--- config.mk ---
export PLATFORM = sky130hd
export DESIGN_NAME = bpc_config_regs
export DESIGN_NICKNAME = d
export VERILOG_FILES = /design/src/bpc_byte_reg.v /design/src/bpc_config_regs.v
export VERILOG_INCLUDE_DIRS = /design/src
export SDC_FILE = /design/constraint.sdc
export NUM_CORES = 1
export LEC_CHECK = 0
export BUFFER_PORTS_ARGS = -buffer_cell sky130_fd_sc_hd__buf_2
export CELL_PAD_IN_SITES_DETAIL_PLACEMENT = 0
export CELL_PAD_IN_SITES_GLOBAL_PLACEMENT = 2
export CORE_ASPECT_RATIO = 1.25
export CORE_MARGIN = 10
export CORE_UTILIZATION = 37
export CTS_BUF_LIST = sky130_fd_sc_hd__clkbuf_2 sky130_fd_sc_hd__clkbuf_4 sky130_fd_sc_hd__clkbuf_8
export DETAILED_ROUTE_END_ITERATION = 10
export GPL_TIMING_DRIVEN = 0
export PLACE_DENSITY_LB_ADDON = 0.1
export REMOVE_ABC_BUFFERS = 1
export SYNTH_ARGS = -nofsm -noshare
export SYNTH_HDL_FRONTEND = slang
export SYNTH_HIERARCHICAL = 1
export SYNTH_SLANG_ARGS = --single-unit
--- constraint.sdc ---
create_clock -name pclk -period 2.8 [get_ports pclk]
set_clock_uncertainty 0.2 [all_clocks]
set_input_delay 0.28 -clock pclk [delete_from_list [all_inputs] [get_ports pclk]]
set_output_delay 0.28 -clock pclk [all_outputs]
set_load 0.01 [all_outputs]
--- src/bpc_regs.vh ---
// Register indices, field positions, masks and reset values for the buck pair config bank
`ifndef BPC_REGS_VH
`define BPC_REGS_VH

// Register indices; byte address on APB is four times the index
`define BPC_IDX_PAIR_SLEEP     6'h22
`define BPC_IDX_PAIR_MODE      6'h23
`define BPC_IDX_PAIR_CONF      6'h24
`define BPC_IDX_SINGLE_RUN     6'h2E
`define BPC_IDX_SINGLE_STBY    6'h2F
`define BPC_IDX_SINGLE_SLEEP   6'h30
`define BPC_IDX_SINGLE_MODE    6'h31
`define BPC_IDX_SINGLE_CONF    6'h32
`define BPC_IDX_STATUS         6'h33

// Writable bit masks
`define BPC_MASK_VOLT          8'h3F
`define BPC_MASK_MODE          8'h2F
`define BPC_MASK_CONF          8'hFF

// Reset values
`define BPC_RST_VOLT           8'h00
`define BPC_RST_MODE           8'h00
`define BPC_RST_CONF           8'h00

// Field positions
`define BPC_VOLT_MSB           5
`define BPC_MODE_SEL_MSB       3
`define BPC_MODE_SLEEP_BIT     5
`define BPC_CONF_ILIM_BIT      0
`define BPC_CONF_SPARE_BIT     1
`define BPC_CONF_FREQ_LSB      2
`define BPC_CONF_PHASE_LSB     4
`define BPC_CONF_SLEW_LSB      6

// Voltage code to millivolts
`define BPC_VBASE_MV           11'h12C
`define BPC_VSTEP_MV           11'h019
// Highest code at or below 0.6 V
`define BPC_VLOW_MAX_CODE      6'h0C

`endif

--- src/bpc_byte_reg.v ---
// One 8-bit configuration register with a writable-bit mask
`timescale 1ns/1ps

module bpc_byte_reg #(
  parameter [7:0] WMASK = 8'hFF,
  parameter [7:0] RST   = 8'h00
) (
  // Clock and reset
  input  wire       pclk,
  input  wire       presetn,
  // Write port
  input  wire       wr_en,
  input  wire [7:0] wdata,
  // Stored value
  output reg  [7:0] q
);

  // Bits outside the mask stay zero whatever is written
  always @(posedge pclk or negedge presetn) begin
    if (!presetn) begin
      q <= RST;
    end else if (wr_en) begin
      q <= wdata & WMASK;
    end
  end

endmodule // bpc_byte_reg

--- src/bpc_config_regs.v ---
// APB register bank for the dual-phase and single buck channel settings
//
// Our own choice: the APB register port.
`timescale 1ns/1ps
`include "bpc_regs.vh"

module bpc_config_regs (
  // Clock and reset
  input  wire        pclk,
  input  wire        presetn,
  // APB slave
  input  wire        psel,
  input  wire        penable,
  input  wire        pwrite,
  input  wire [7:0]  paddr,
  input  wire [31:0] pwdata,
  output wire        pready,
  output reg  [31:0] prdata,
  output reg         pslverr,
  // Dual-phase channel settings
  output wire [5:0]  pair_sleep_volt_code,
  output wire [10:0] pair_sleep_mv,
  output wire [3:0]  pair_switch_mode_sel,
  output wire        pair_sleep_behaviour,
  output wire        pair_current_limit_sel,
  output wire [1:0]  pair_freq_code,
  output wire [1:0]  pair_phase_code,
  output wire [1:0]  pair_slew_code,
  // Single channel settings
  output wire [5:0]  single_run_volt_code,
  output wire [10:0] single_run_mv,
  output wire [5:0]  single_standby_volt_code,
  output wire [10:0] single_standby_mv,
  output wire [5:0]  single_sleep_volt_code,
  output wire [10:0] single_sleep_mv,
  output wire [3:0]  single_switch_mode_sel,
  output wire        single_sleep_behaviour,
  output wire        single_current_limit_sel,
  output wire [1:0]  single_freq_code,
  output wire [1:0]  single_phase_code,
  output wire [1:0]  single_slew_code
);

  // Bus phase decode
  wire       setup_phase;
  wire       access_phase;
  wire       aligned;
  wire [5:0] idx;
  wire       wr_cycle;

  // Register contents
  wire [7:0] pair_sleep_q;
  wire [7:0] pair_mode_q;
  wire [7:0] pair_conf_q;
  wire [7:0] single_run_q;
  wire [7:0] single_stby_q;
  wire [7:0] single_sleep_q;
  wire [7:0] single_mode_q;
  wire [7:0] single_conf_q;

  // Write strobes
  wire       wr_pair_sleep;
  wire       wr_pair_mode;
  wire       wr_pair_conf;
  wire       wr_single_run;
  wire       wr_single_stby;
  wire       wr_single_sleep;
  wire       wr_single_mode;
  wire       wr_single_conf;

  // Voltage channels gathered for the converter loop
  wire [3:0]  volt_wr;
  wire [23:0] volt_code_bus;
  wire [43:0] volt_mv_bus;
  wire [3:0]  volt_low;
  wire [7:0]  status_q;

  // Read path
  reg        hit;
  reg  [7:0] rd_mux;

  assign setup_phase  = psel & ~penable;
  assign access_phase = psel & penable;
  assign aligned      = (paddr[1:0] == 2'h0);
  assign idx          = paddr[7:2];
  // Zero wait states: every access completes in its first access cycle
  assign pready       = 1'b1;
  assign wr_cycle     = access_phase & pwrite & aligned;

  assign wr_pair_sleep   = wr_cycle & (idx == `BPC_IDX_PAIR_SLEEP);
  assign wr_pair_mode    = wr_cycle & (idx == `BPC_IDX_PAIR_MODE);
  assign wr_pair_conf    = wr_cycle & (idx == `BPC_IDX_PAIR_CONF);
  assign wr_single_run   = wr_cycle & (idx == `BPC_IDX_SINGLE_RUN);
  assign wr_single_stby  = wr_cycle & (idx == `BPC_IDX_SINGLE_STBY);
  assign wr_single_sleep = wr_cycle & (idx == `BPC_IDX_SINGLE_SLEEP);
  assign wr_single_mode  = wr_cycle & (idx == `BPC_IDX_SINGLE_MODE);
  assign wr_single_conf  = wr_cycle & (idx == `BPC_IDX_SINGLE_CONF);

  // Dual-phase channel registers
  bpc_byte_reg #(
    .WMASK (`BPC_MASK_VOLT),
    .RST   (`BPC_RST_VOLT)
  ) u_pair_sleep (
    .pclk    (pclk),
    .presetn (presetn),
    .wr_en   (wr_pair_sleep),
    .wdata   (pwdata[7:0]),
    .q       (pair_sleep_q)
  );

  bpc_byte_reg #(
    .WMASK (`BPC_MASK_MODE),
    .RST   (`BPC_RST_MODE)
  ) u_pair_mode (
    .pclk    (pclk),
    .presetn (presetn),
    .wr_en   (wr_pair_mode),
    .wdata   (pwdata[7:0]),
    .q       (pair_mode_q)
  );

  bpc_byte_reg #(
    .WMASK (`BPC_MASK_CONF),
    .RST   (`BPC_RST_CONF)
  ) u_pair_conf (
    .pclk    (pclk),
    .presetn (presetn),
    .wr_en   (wr_pair_conf),
    .wdata   (pwdata[7:0]),
    .q       (pair_conf_q)
  );

  // Single channel registers
  bpc_byte_reg #(
    .WMASK (`BPC_MASK_VOLT),
    .RST   (`BPC_RST_VOLT)
  ) u_single_run (
    .pclk    (pclk),
    .presetn (presetn),
    .wr_en   (wr_single_run),
    .wdata   (pwdata[7:0]),
    .q       (single_run_q)
  );

  bpc_byte_reg #(
    .WMASK (`BPC_MASK_VOLT),
    .RST   (`BPC_RST_VOLT)
  ) u_single_stby (
    .pclk    (pclk),
    .presetn (presetn),
    .wr_en   (wr_single_stby),
    .wdata   (pwdata[7:0]),
    .q       (single_stby_q)
  );

  bpc_byte_reg #(
    .WMASK (`BPC_MASK_VOLT),
    .RST   (`BPC_RST_VOLT)
  ) u_single_sleep (
    .pclk    (pclk),
    .presetn (presetn),
    .wr_en   (wr_single_sleep),
    .wdata   (pwdata[7:0]),
    .q       (single_sleep_q)
  );

  bpc_byte_reg #(
    .WMASK (`BPC_MASK_MODE),
    .RST   (`BPC_RST_MODE)
  ) u_single_mode (
    .pclk    (pclk),
    .presetn (presetn),
    .wr_en   (wr_single_mode),
    .wdata   (pwdata[7:0]),
    .q       (single_mode_q)
  );

  bpc_byte_reg #(
    .WMASK (`BPC_MASK_CONF),
    .RST   (`BPC_RST_CONF)
  ) u_single_conf (
    .pclk    (pclk),
    .presetn (presetn),
    .wr_en   (wr_single_conf),
    .wdata   (pwdata[7:0]),
    .q       (single_conf_q)
  );

  // Dual-phase field breakout
  assign pair_sleep_volt_code   = pair_sleep_q[`BPC_VOLT_MSB:0];
  assign pair_switch_mode_sel   = pair_mode_q[`BPC_MODE_SEL_MSB:0];
  assign pair_sleep_behaviour   = pair_mode_q[`BPC_MODE_SLEEP_BIT];
  assign pair_current_limit_sel = pair_conf_q[`BPC_CONF_ILIM_BIT];
  assign pair_freq_code         = pair_conf_q[`BPC_CONF_FREQ_LSB +: 2];
  assign pair_phase_code        = pair_conf_q[`BPC_CONF_PHASE_LSB +: 2];
  assign pair_slew_code         = pair_conf_q[`BPC_CONF_SLEW_LSB +: 2];

  // Single channel field breakout
  assign single_run_volt_code     = single_run_q[`BPC_VOLT_MSB:0];
  assign single_standby_volt_code = single_stby_q[`BPC_VOLT_MSB:0];
  assign single_sleep_volt_code   = single_sleep_q[`BPC_VOLT_MSB:0];
  assign single_switch_mode_sel   = single_mode_q[`BPC_MODE_SEL_MSB:0];
  assign single_sleep_behaviour   = single_mode_q[`BPC_MODE_SLEEP_BIT];
  assign single_current_limit_sel = single_conf_q[`BPC_CONF_ILIM_BIT];
  assign single_freq_code         = single_conf_q[`BPC_CONF_FREQ_LSB +: 2];
  assign single_phase_code        = single_conf_q[`BPC_CONF_PHASE_LSB +: 2];
  assign single_slew_code         = single_conf_q[`BPC_CONF_SLEW_LSB +: 2];

  // Voltage channel order: pair sleep, single run, single standby, single sleep
  assign volt_wr       = {wr_single_sleep, wr_single_stby, wr_single_run, wr_pair_sleep};
  assign volt_code_bus = {single_sleep_volt_code, single_standby_volt_code,
                          single_run_volt_code, pair_sleep_volt_code};

  // Millivolt values are computed from the write data so they change on the
  // same edge as the code, rather than one cycle behind it
  genvar i;
  generate
    for (i = 0; i < 4; i = i + 1) begin : gen_volt
      reg [10:0] mv;
      always @(posedge pclk or negedge presetn) begin
        if (!presetn) begin
          mv <= `BPC_VBASE_MV;
        end else if (volt_wr[i]) begin
          mv <= `BPC_VBASE_MV + `BPC_VSTEP_MV * {5'h00, pwdata[5:0]};
        end
      end
      assign volt_mv_bus[i*11 +: 11] = mv;
      // Flags unsupported set points; the bank still stores them
      assign volt_low[i] = (volt_code_bus[i*6 +: 6] <= `BPC_VLOW_MAX_CODE);
    end
  endgenerate

  assign pair_sleep_mv     = volt_mv_bus[10:0];
  assign single_run_mv     = volt_mv_bus[21:11];
  assign single_standby_mv = volt_mv_bus[32:22];
  assign single_sleep_mv   = volt_mv_bus[43:33];

  assign status_q = {4'h0, volt_low};

  // Read mux; misaligned and unmapped addresses miss
  always @* begin
    hit    = aligned;
    rd_mux = 8'h00;
    case (idx)
      `BPC_IDX_PAIR_SLEEP:   rd_mux = pair_sleep_q;
      `BPC_IDX_PAIR_MODE:    rd_mux = pair_mode_q;
      `BPC_IDX_PAIR_CONF:    rd_mux = pair_conf_q;
      `BPC_IDX_SINGLE_RUN:   rd_mux = single_run_q;
      `BPC_IDX_SINGLE_STBY:  rd_mux = single_stby_q;
      `BPC_IDX_SINGLE_SLEEP: rd_mux = single_sleep_q;
      `BPC_IDX_SINGLE_MODE:  rd_mux = single_mode_q;
      `BPC_IDX_SINGLE_CONF:  rd_mux = single_conf_q;
      `BPC_IDX_STATUS:       rd_mux = status_q;
      default:               hit    = 1'b0;
    endcase
    if (!aligned) begin
      rd_mux = 8'h00;
    end
  end

  // Read data and error are captured in the setup cycle and held through access
  always @(posedge pclk or negedge presetn) begin
    if (!presetn) begin
      prdata  <= 32'h00000000;
      pslverr <= 1'b0;
    end else if (setup_phase) begin
      prdata  <= {24'h000000, rd_mux};
      pslverr <= ~hit;
    end
  end

endmodule // bpc_config_regs

Word-level counts from Yosys, hierarchy flattened
Cells that the tools add are included.
{"block": "word_totals", "ff_bits": 103, "elab_cells": 48}
{"block": "op_classes", "n_reduce_logical": 2, "multipliers": 1, "add_sub_neg": 1, "n_mux": 3, "eq_ne": 9, "n_bitwise": 14, "n_lt_le_gt_ge": 4}
{"operator": "$pmux W8 S9", "count": 1}
{"operator": "$eq A6 B6 Y1 const B", "count": 9}
{"operator": "$le A6 B4 Y1 const B", "count": 4}
{"operator": "$and A1 B1 Y1", "count": 12}
{"operator": "$add A9 B11 Y11 const A", "count": 1}
{"operator": "$mul A5 B6 Y11 const A", "count": 1}
{"operator": "$reduce_or A9 Y1", "count": 1}
{"operator": "$mux W8", "count": 1}
{"operator": "$logic_not A2 Y1", "count": 1}
{"operator": "$not A1 Y1", "count": 2}
{"operator": "$mux W1", "count": 1}

Longest topological paths before layout
Gate-level depths: netlist of the first run.
{"block": "logic_depth", "ltp_word": 4, "ltp_mapped": 11}

By module
Netlist of the first run, hierarchy kept.
{"mod": "bpc_config_regs", "area_per_inst_um2": 3433.3, "cells_per_inst": 337, "n_inst": 1}
{"mod": "bpc_byte_reg at u_pair_sleep ...", "area_per_inst_um2": 270.3, "cells_per_inst": 16, "n_inst": 4}
{"mod": "bpc_byte_reg at u_pair_conf ...", "area_per_inst_um2": 331.6, "cells_per_inst": 17, "n_inst": 2}
{"mod": "bpc_byte_reg at u_pair_mode ...", "area_per_inst_um2": 207.7, "cells_per_inst": 14, "n_inst": 2}

Worst setup path after synthesis of the first run
Ideal clock, no wire load.
{"block": "synth_timing", "kind": "input port to flip-flop", "start": "in pwdata[1]", "end": "reg gen_volt[1].mv[10] (netlist: single_run_mv[10])", "setup_ns": 0.135, "arrival_ns": 2.658, "path_buffers": 0, "stages": 11, "t_required_ns": 2.465, "setup_slack_ns": -0.193, "cell_sequence": "inv_1 -> ha_1 -> inv_1 -> fa_1 -> ha_1 -> fa_1 -> a211oi_1 -> o21bai_1 -> a21oi_1 -> xnor2_1 -> o21ai_0"}
{"block": "synth_between", "elab_chain_len": 2}
{"element": "from (decl)", "line": "bpc_config_regs.v:16", "source": "input wire [31:0] pwdata,"}
{"element": "$mul A5 B6 Y11 (no source line)"}
{"element": "$add A9 B11 Y11 (no source line)"}
{"element": "to (signal assigned)", "line": "bpc_config_regs.v:222", "source": "mv <= `BPC_VBASE_MV;"}
{"element": "to (signal assigned)", "line": "bpc_config_regs.v:224", "source": "mv <= `BPC_VBASE_MV + `BPC_VSTEP_MV * {5'h00, pwdata[5:0]};"}
{"element": "to (decl)", "line": "bpc_config_regs.v:219", "source": "reg [10:0] mv;"}
No other way between the ends.
A chain may end at the register's enable or synchronous reset.

Final worst setup path of the first run
Ends and elaborated chain as after synthesis.

==> flow_metrics.env, run 1 <==
export IMPL_synth_top_cell_by_area="dfrtp_1"
export IMPL_p_leak_nw=3.407
export IMPL_antenna_found_initial=0
export IMPL_grt_pass1_vias=4120
export IMPL_finalHoldViolCount=0
export IMPL_crit_arrival_ns=2.75
export IMPL_async_flop_share_pct=100.0
export IMPL_grt_max_degree=58
export IMPL_synth_most_common_cell="dfrtp_1"
export IMPL_crit_path_start_kind="primary input"
export IMPL_min_to="single_sleep_mv[1]$_DFFE_PN0P_"
export IMPL_ys_ff_latch=103
export IMPL_fmax_mhz=369.3
export IMPL_ant_nets=0
export IMPL_layoutNonFillerInstCount=764
export IMPL_grt_setup_unrepaired="no"
export IMPL_clk_pin_slew_ns=0.10
export IMPL_drive_gt1_share_pct=42.78
export IMPL_p_total_mw=3.004
export IMPL_crit_family="adder cells"
export IMPL_cp_depth=12
export IMPL_gp_congestion=0.7443
export IMPL_final_area_um2=6524
export IMPL_slowest_delay_ns=0.54
export IMPL_synth_ff_type="dfrtp_1"
export IMPL_synth_edff_count=0
export IMPL_synth_top_area_share_pct=38.93
export IMPL_start_util_pct=37.56
export IMPL_ys_warn_count=6
export IMPL_min_period_over_period_pct=96.70
export IMPL_ctsRootBufferMaster="clkbuf_8"
export IMPL_rrSetupSlack_ns=0.96
export IMPL_wl_per_cell_um=21.24
export IMPL_die_area_um2=20460
export IMPL_r2r_start="u_single_stby/q[0]$_DFFE_PN0P_"
export IMPL_synth_cell_type_count=55
export IMPL_core_area_um2=14890
export IMPL_critical_path_class="primary input to register"
export IMPL_end_kind="register"
export IMPL_ios=171
export IMPL_dp_hpwl_um=11930
export IMPL_area_growth_pct=16.64
export IMPL_hp_start="pwdata[1]"
export IMPL_clockBufferDepth=2
export IMPL_setup_viol=0
export IMPL_synth_area_per_cell_um2=12.08
export IMPL_finalMaxSlewViolations=0
export IMPL_grt_usage_pct=16.07
export IMPL_critPathRequiredTime_ns=2.85
export IMPL_row_count=50
export IMPL_outcome="finished, final reports clean"
export IMPL_dr_pass1_iters=4
export IMPL_tritoncts="yes"
export IMPL_final_util_pct=43.82
export IMPL_placed_cells=739
export IMPL_holdPathStages=3
export IMPL_drc=0
export IMPL_cts_made_buffers=9
export IMPL_die_x_um=130.0
export IMPL_rr_worst_depth=5
export IMPL_wirelength_um=16230
export IMPL_vias_per_cell=4.966
export IMPL_ir_worst_vdd_uv=188.2
export IMPL_synthCells=463
export IMPL_die_h_um=157.5
export IMPL_clk_latency_ns=0.38
export IMPL_portBuffers=121
export IMPL_vias=3794
export IMPL_critical_path_slowest_cell="fa_1"
export IMPL_crit_chain="buf_8, inv_2, ha_1, inv_1, fa_1, ha_4, fa_2, a211oi_2, o21bai_1, a21oi_2, xnor2_2, o21ai_0"
export IMPL_post_cts_buffers=0
export IMPL_timing_hold_worst_class="primary input to register"
export IMPL_relSlewSlack_pct=33.03
export IMPL_critPathBufInv=3
export IMPL_netlist_area_um2=5593
export IMPL_netlist_top_cells_count="87 x dfrtp_1, 45 x mux2_4, 39 x buf_4, 37 x nand2_1, 28 x mux2_2"
export IMPL_cap_violations=0
export IMPL_nNetsFinal=648
export IMPL_crit_fanout=6
export IMPL_place_area_um2=6140
export IMPL_yosys_top_cells_area="dfrtp_1 39%, mux2_4 12%, dfstp_2 7.5%"
export IMPL_period_minus_slack_ns=2.708
export IMPL_antenna_cells=0
export IMPL_yosysSeqAreaShare_pct=46.44
export IMPL_p_per_area_nw_per_um2=460.5
export IMPL_drt_iter0_markers=165
export IMPL_cts_num_sinks=103
export IMPL_r2r_end="prdata[2]$_DFFE_PN0P_"
export IMPL_tightest_slew_ns=0.9963
export IMPL_grt_pass1_wl_um=24850
export IMPL_htreeDepth=3
export IMPL_overflow=0
## power by group
part           internal (mW)  switching (mW)  leakage (nW)
clock                  0.431           0.561         0.102
combinational          0.194           0.285          1.93
sequential              1.52          0.0178          1.37
total                   2.14           0.864          3.41
## sequential cells by signal (all words and copies together), names as in the netlist
name	cells
u_pair_conf/q	8
pair_sleep_mv	11
u_single_mode/q	5
pslverr	1
single_run_mv	11
u_pair_mode/q	5
u_pair_sleep/q	6
u_single_run/q	6
u_single_conf/q	8
prdata	8
u_single_stby/q	6
single_sleep_mv	11
u_single_sleep/q	6
single_standby_mv	11
## through the flow
| step | hold WS (ns) | setup slack, ns | TNS (ns) |
|---|---|---|---|
| final | 0.02614 | 0.09245 | 0 |
| after detailed placement | 0.1459 | -0.9380 | -19.92 |
| after CTS | 0.002950 | 0.06103 | 0 |
| after floorplan | -0.2156 | -0.1983 | -1.587 |
| after global placement | 0.2536 | -0.8884 | -20.69 |
| after global routing | 0.008944 | 0.01716 | 0 |
## layer usage
| metal | global-route usage [%] | wire [um] |
|---|---|---|
| met1 | 18.90 | 6550 |
| met2 | 27.62 | 8370 |
| met3 | 5.015 | 1134 |
| met4 | 4.077 | 172 |
| met5 | 0 | 0 |
## worst min-delay path, stage by stage
cell and delay (ns):
buf_8 0.10, inv_2 0.07, o21ai_1 0.12
## area by class of cell
type	count	area (um^2)
fill	1505	8366
multi-input combinational	318	2686
sequential	103	2597
timing repair buffer	132	764.5
tap	182	227.7
clock buffer	10	131.4
clock inverter	6	67.56
inverter	13	48.80
## how the worst max path moves through the flow
stage                         start                                end  slack (ns)
final                     pwdata[1]      single_run_mv[10]$_DFFE_PN0P_        0.09
after global routing      pwdata[1]     single_sleep_mv[9]$_DFFE_PN0P_        0.02
after CTS                 pwdata[0]     single_sleep_mv[9]$_DFFE_PN0P_        0.06
after detailed placement  pwdata[1]     single_sleep_mv[9]$_DFFE_PN0P_       -0.94
after global placement    pwdata[1]     single_sleep_mv[9]$_DFFE_PN0P_       -0.89
after floorplan           pwdata[1]  single_standby_mv[10]$_DFFE_PN0P_       -0.20
## what timing repair did
action / 4_1_cts / 5_1_grt
pin swaps: 6 / 5
hold endpoints to repair: 51 / 5
hold buffers: 8 / 1
gates resized for setup: 16 / 5
endpoints found under the setup margin: 17 / 9
## cells in the final DEF (no fill, tap or decap), types with 8 or more instances in the layout
cell type      instances
a21oi_1               11
a22oi_1                8
buf_2                117
clkbuf_8               9
conb_1                39
dfrtp_1               87
dfstp_2               16
dlygate4sd3_1          9
ha_1                  21
inv_1                 11
mux2_2                28
mux2_4                45
mux2i_1                8
nand2_1               35
o21ai_0               24
## cell families (layout without fill, tap and decap cells)
| logic type | after synthesis | after routing | share of synthesized area, % |
|---|---|---|---|
| and+or+nand+nor | 84 | 84 | 8.188 |
| adders and majority gates | 26 | 26 | 6.219 |
| xor gates and xnor gates | 8 | 8 | 1.253 |
| DFF | 103 | 103 | 46.44 |
| muxes | 82 | 82 | 19.35 |
| buffers and inverters | 73 | 161 | 8.904 |
| other | 8 | 39 | 0.5369 |
| AOI/OAI and AO/OA | 79 | 79 | 9.105 |
Note: power is estimated with default switching activity, not from simulation.
==> inputs of run 2 (changes only) <==
CORE_UTILIZATION = 30   (was 37)
RECOVER_POWER = 50   (was not set)
==> flow_metrics.env, run 2 (synthesis gave the netlist of run 1 again) <==
export IMPL_antenna_cells=0
export IMPL_wl_per_cell_um=21.44
export IMPL_clockBufferDepth=2
export IMPL_place_area_um2=6197
export IMPL_tritoncts="yes"
export IMPL_crit_fanout=11
export IMPL_core_area_um2=18240
export IMPL_drive_gt1_share_pct=32.42
export IMPL_die_area_um2=24540
export IMPL_power_internal_mw=2.122
export IMPL_die_x_um=142.1
export IMPL_vias=3842
export IMPL_r2r_end="prdata[2]$_DFFE_PN0P_"
export IMPL_final_util_pct=35.58
export IMPL_met1_usage_pct=16.12
export IMPL_p_sw_share_pct=29.61
export IMPL_period_minus_slack_ns=2.700
export IMPL_busiest_layer="met2"
export IMPL_grt_pass1_wl_um=26480
export IMPL_cp_depth=10
export IMPL_hp_start="penable"
export IMPL_crit_top_cell="ha_1"
export IMPL_ios=171
export IMPL_fin_setup_tns_ns=0
export IMPL_wirelength_um=17390
export IMPL_vias_per_cell=4.737
export IMPL_layoutNonFillerInstCount=811
export IMPL_critical_path_slowest_cell="ha_1"
export IMPL_grt_util_met3_pct=3.838
export IMPL_ctsRootBufferMaster="clkbuf_8"
export IMPL_grt_usage_pct=14.11
export IMPL_crit_path_start_kind="primary input"
export IMPL_critical_path_class="primary input to register"
export IMPL_placed_cells=785
export IMPL_crit_chain="buf_2, ha_1, ha_1, ha_1, ha_1, o21ai_0, o21bai_1, a21oi_2, xnor2_2, mux2_1"
export IMPL_setup_viol=0
export IMPL_cts_made_buffers=9
export IMPL_htreeDepth=3
export IMPL_row_count=55
export IMPL_grt_pass1_vias=4245
export IMPL_p_total_mw=3.015
export IMPL_crit_start="pwdata[3]"
export IMPL_clk_latency_ns=0.39
export IMPL_final_area_um2=6489
export IMPL_critPathRequiredTime_ns=2.88
export IMPL_end_kind="register"
export IMPL_nNetsFinal=649
export IMPL_r2r_start="u_single_stby/q[0]$_DFFE_PN0P_"
export IMPL_start_util_pct=30.67
export IMPL_p_per_area_nw_per_um2=464.6
export IMPL_slowest_delay_ns=0.38
export IMPL_finalMaxSlewViolations=0
export IMPL_cap_violations=0
export IMPL_rrSetupSlack_ns=0.90
export IMPL_area_growth_pct=16.02
export IMPL_portBuffers=121
export IMPL_ant_nets=0
export IMPL_dr_pass1_iters=4
export IMPL_pwr_share_seq_pct=50.9
export IMPL_cts_num_sinks=103
export IMPL_power_switching_mw=0.8927
export IMPL_die_h_um=172.7
export IMPL_gp_congestion=0.7466
export IMPL_timing_hold_worst_class="primary input to register"
export IMPL_finalHoldViolCount=0
export IMPL_tightest_slew_ns=1.021
export IMPL_relSlewSlack_pct=31.39
export IMPL_antenna_found_initial=0
export IMPL_grt_max_degree=68
export IMPL_p_leak_nw=3.145
export IMPL_fmax_mhz=370.4
export IMPL_pwr_share_clk_pct=33.5
export IMPL_p_comb_share_pct=15.6
export IMPL_crit_arrival_ns=2.78
export IMPL_grt_use_met2_pct=24.23
export IMPL_drc=0
export IMPL_outcome="finished, final reports clean"
export IMPL_overflow=0
export IMPL_crit_path_end="single_sleep_mv[9]$_DFFE_PN0P_"
export IMPL_grt_setup_unrepaired="yes"
export IMPL_min_period_over_period_pct=96.43
export IMPL_critPathBufInv=1
export IMPL_dp_hpwl_um=12600
export IMPL_rr_worst_depth=5
export IMPL_clk_pin_slew_ns=0.10
export IMPL_crit_family="adder cells"
export IMPL_mostFrequentLayoutCell="dfrtp_1"
export IMPL_ir_worst_vdd_uv=176.1
export IMPL_post_cts_buffers=0
export IMPL_drt_iter0_markers=148
export IMPL_final_cell_mix="87 x dfrtp_1, 59 x clkbuf_1, 58 x buf_2"
==> run 2: changes by cell type in the layout (fill, tap and decap cells not counted) <==
cell,before,now
dlygate4sd3_1,9,10
clkinv_2,2,0
ha_1,21,22
ha_4,2,1
buf_4,1,0
clkbuf_1,0,59
buf_2,117,58
clkinv_4,0,1
clkbuf_2,0,1
clkinvlp_4,1,3
buf_16,1,0
==> run 2: how the worst min path moves through the flow <==
| stage | to | cells after the start |
|---|---|---|
| after floorplan | pair_sleep_mv[0]$_DFFE_PN0P_ | 0 |
| after global placement | single_sleep_mv[2]$_DFFE_PN1P_ | 2 |
| after detailed placement | u_single_conf/q[2]$_DFFE_PN0P_ | 1 |
| after CTS | pslverr$_DFFE_PN0P_ | 3 |
| after global routing | pslverr$_DFFE_PN0P_ | 3 |
| final | pslverr$_DFFE_PN0P_ | 3 |
==> run 2: what timing repair did <==
action | 4_1_cts | 5_1_grt
resized for setup | 16 | 4
hold buffers | 10 | 0
setup endpoints to repair | 22 | 14
hold endpoints to repair | 53 | 0
pin swaps | 4 | 3
==> run 2: cell type report <==
| cell class | instances | area (um^2) |
|---|---|---|
| Inverter | 13 | 48.80 |
| Multi-Input combinational cell | 318 | 2674 |
| Sequential cell | 103 | 2597 |
| Tap cell | 228 | 285.3 |
| Fill cell | 1895 | 11750 |
| Clock inverter | 7 | 81.33 |
| Timing Repair Buffer | 133 | 678.2 |
| Clock buffer | 9 | 123.9 |
==> run 2: worst register-to-register path, cell delays in order, from the launching register on <==
cell and delay, ns:
dfrtp_1 0.44, o211a_1 0.24, or4_1 0.43, o211ai_1 0.12, a21oi_1 0.16, a32oi_1 0.21
==> run 2: layer usage <==
metal	wire, um	vias up	part of all wire [%]
li1	-	1787	-
met1	6926	1948	40
met2	9116	88	52
met3	993	19	5.7
met4	350	0	2.0
met5	0	-	0
==> run 2: per-stage QoR <==
stage | hold WS (ns) | worst slack (ns)
floorplan | -0.2156 | -0.1983
global placement | 0.2526 | -0.9048
detailed placement | 0.1064 | -0.9110
CTS | 0.02199 | 0.009615
global route | 0.04592 | -0.02409
finish | 0.04173 | 0.1000
==> run 2: power by group through the flow <==
stage / Clock (mW) / Sequential [mW] / Combinational, mW
5_1_grt: 1.12 / 1.54 / 0.529
4_1_cts: 1.06 / 1.53 / 0.489
2_1_floorplan: 0 / 1.57 / 0.239
3_3_place_gp: 0 / 1.56 / 0.431
6_report: 1.01 / 1.53 / 0.471
3_5_place_dp: 0 / 1.56 / 0.445
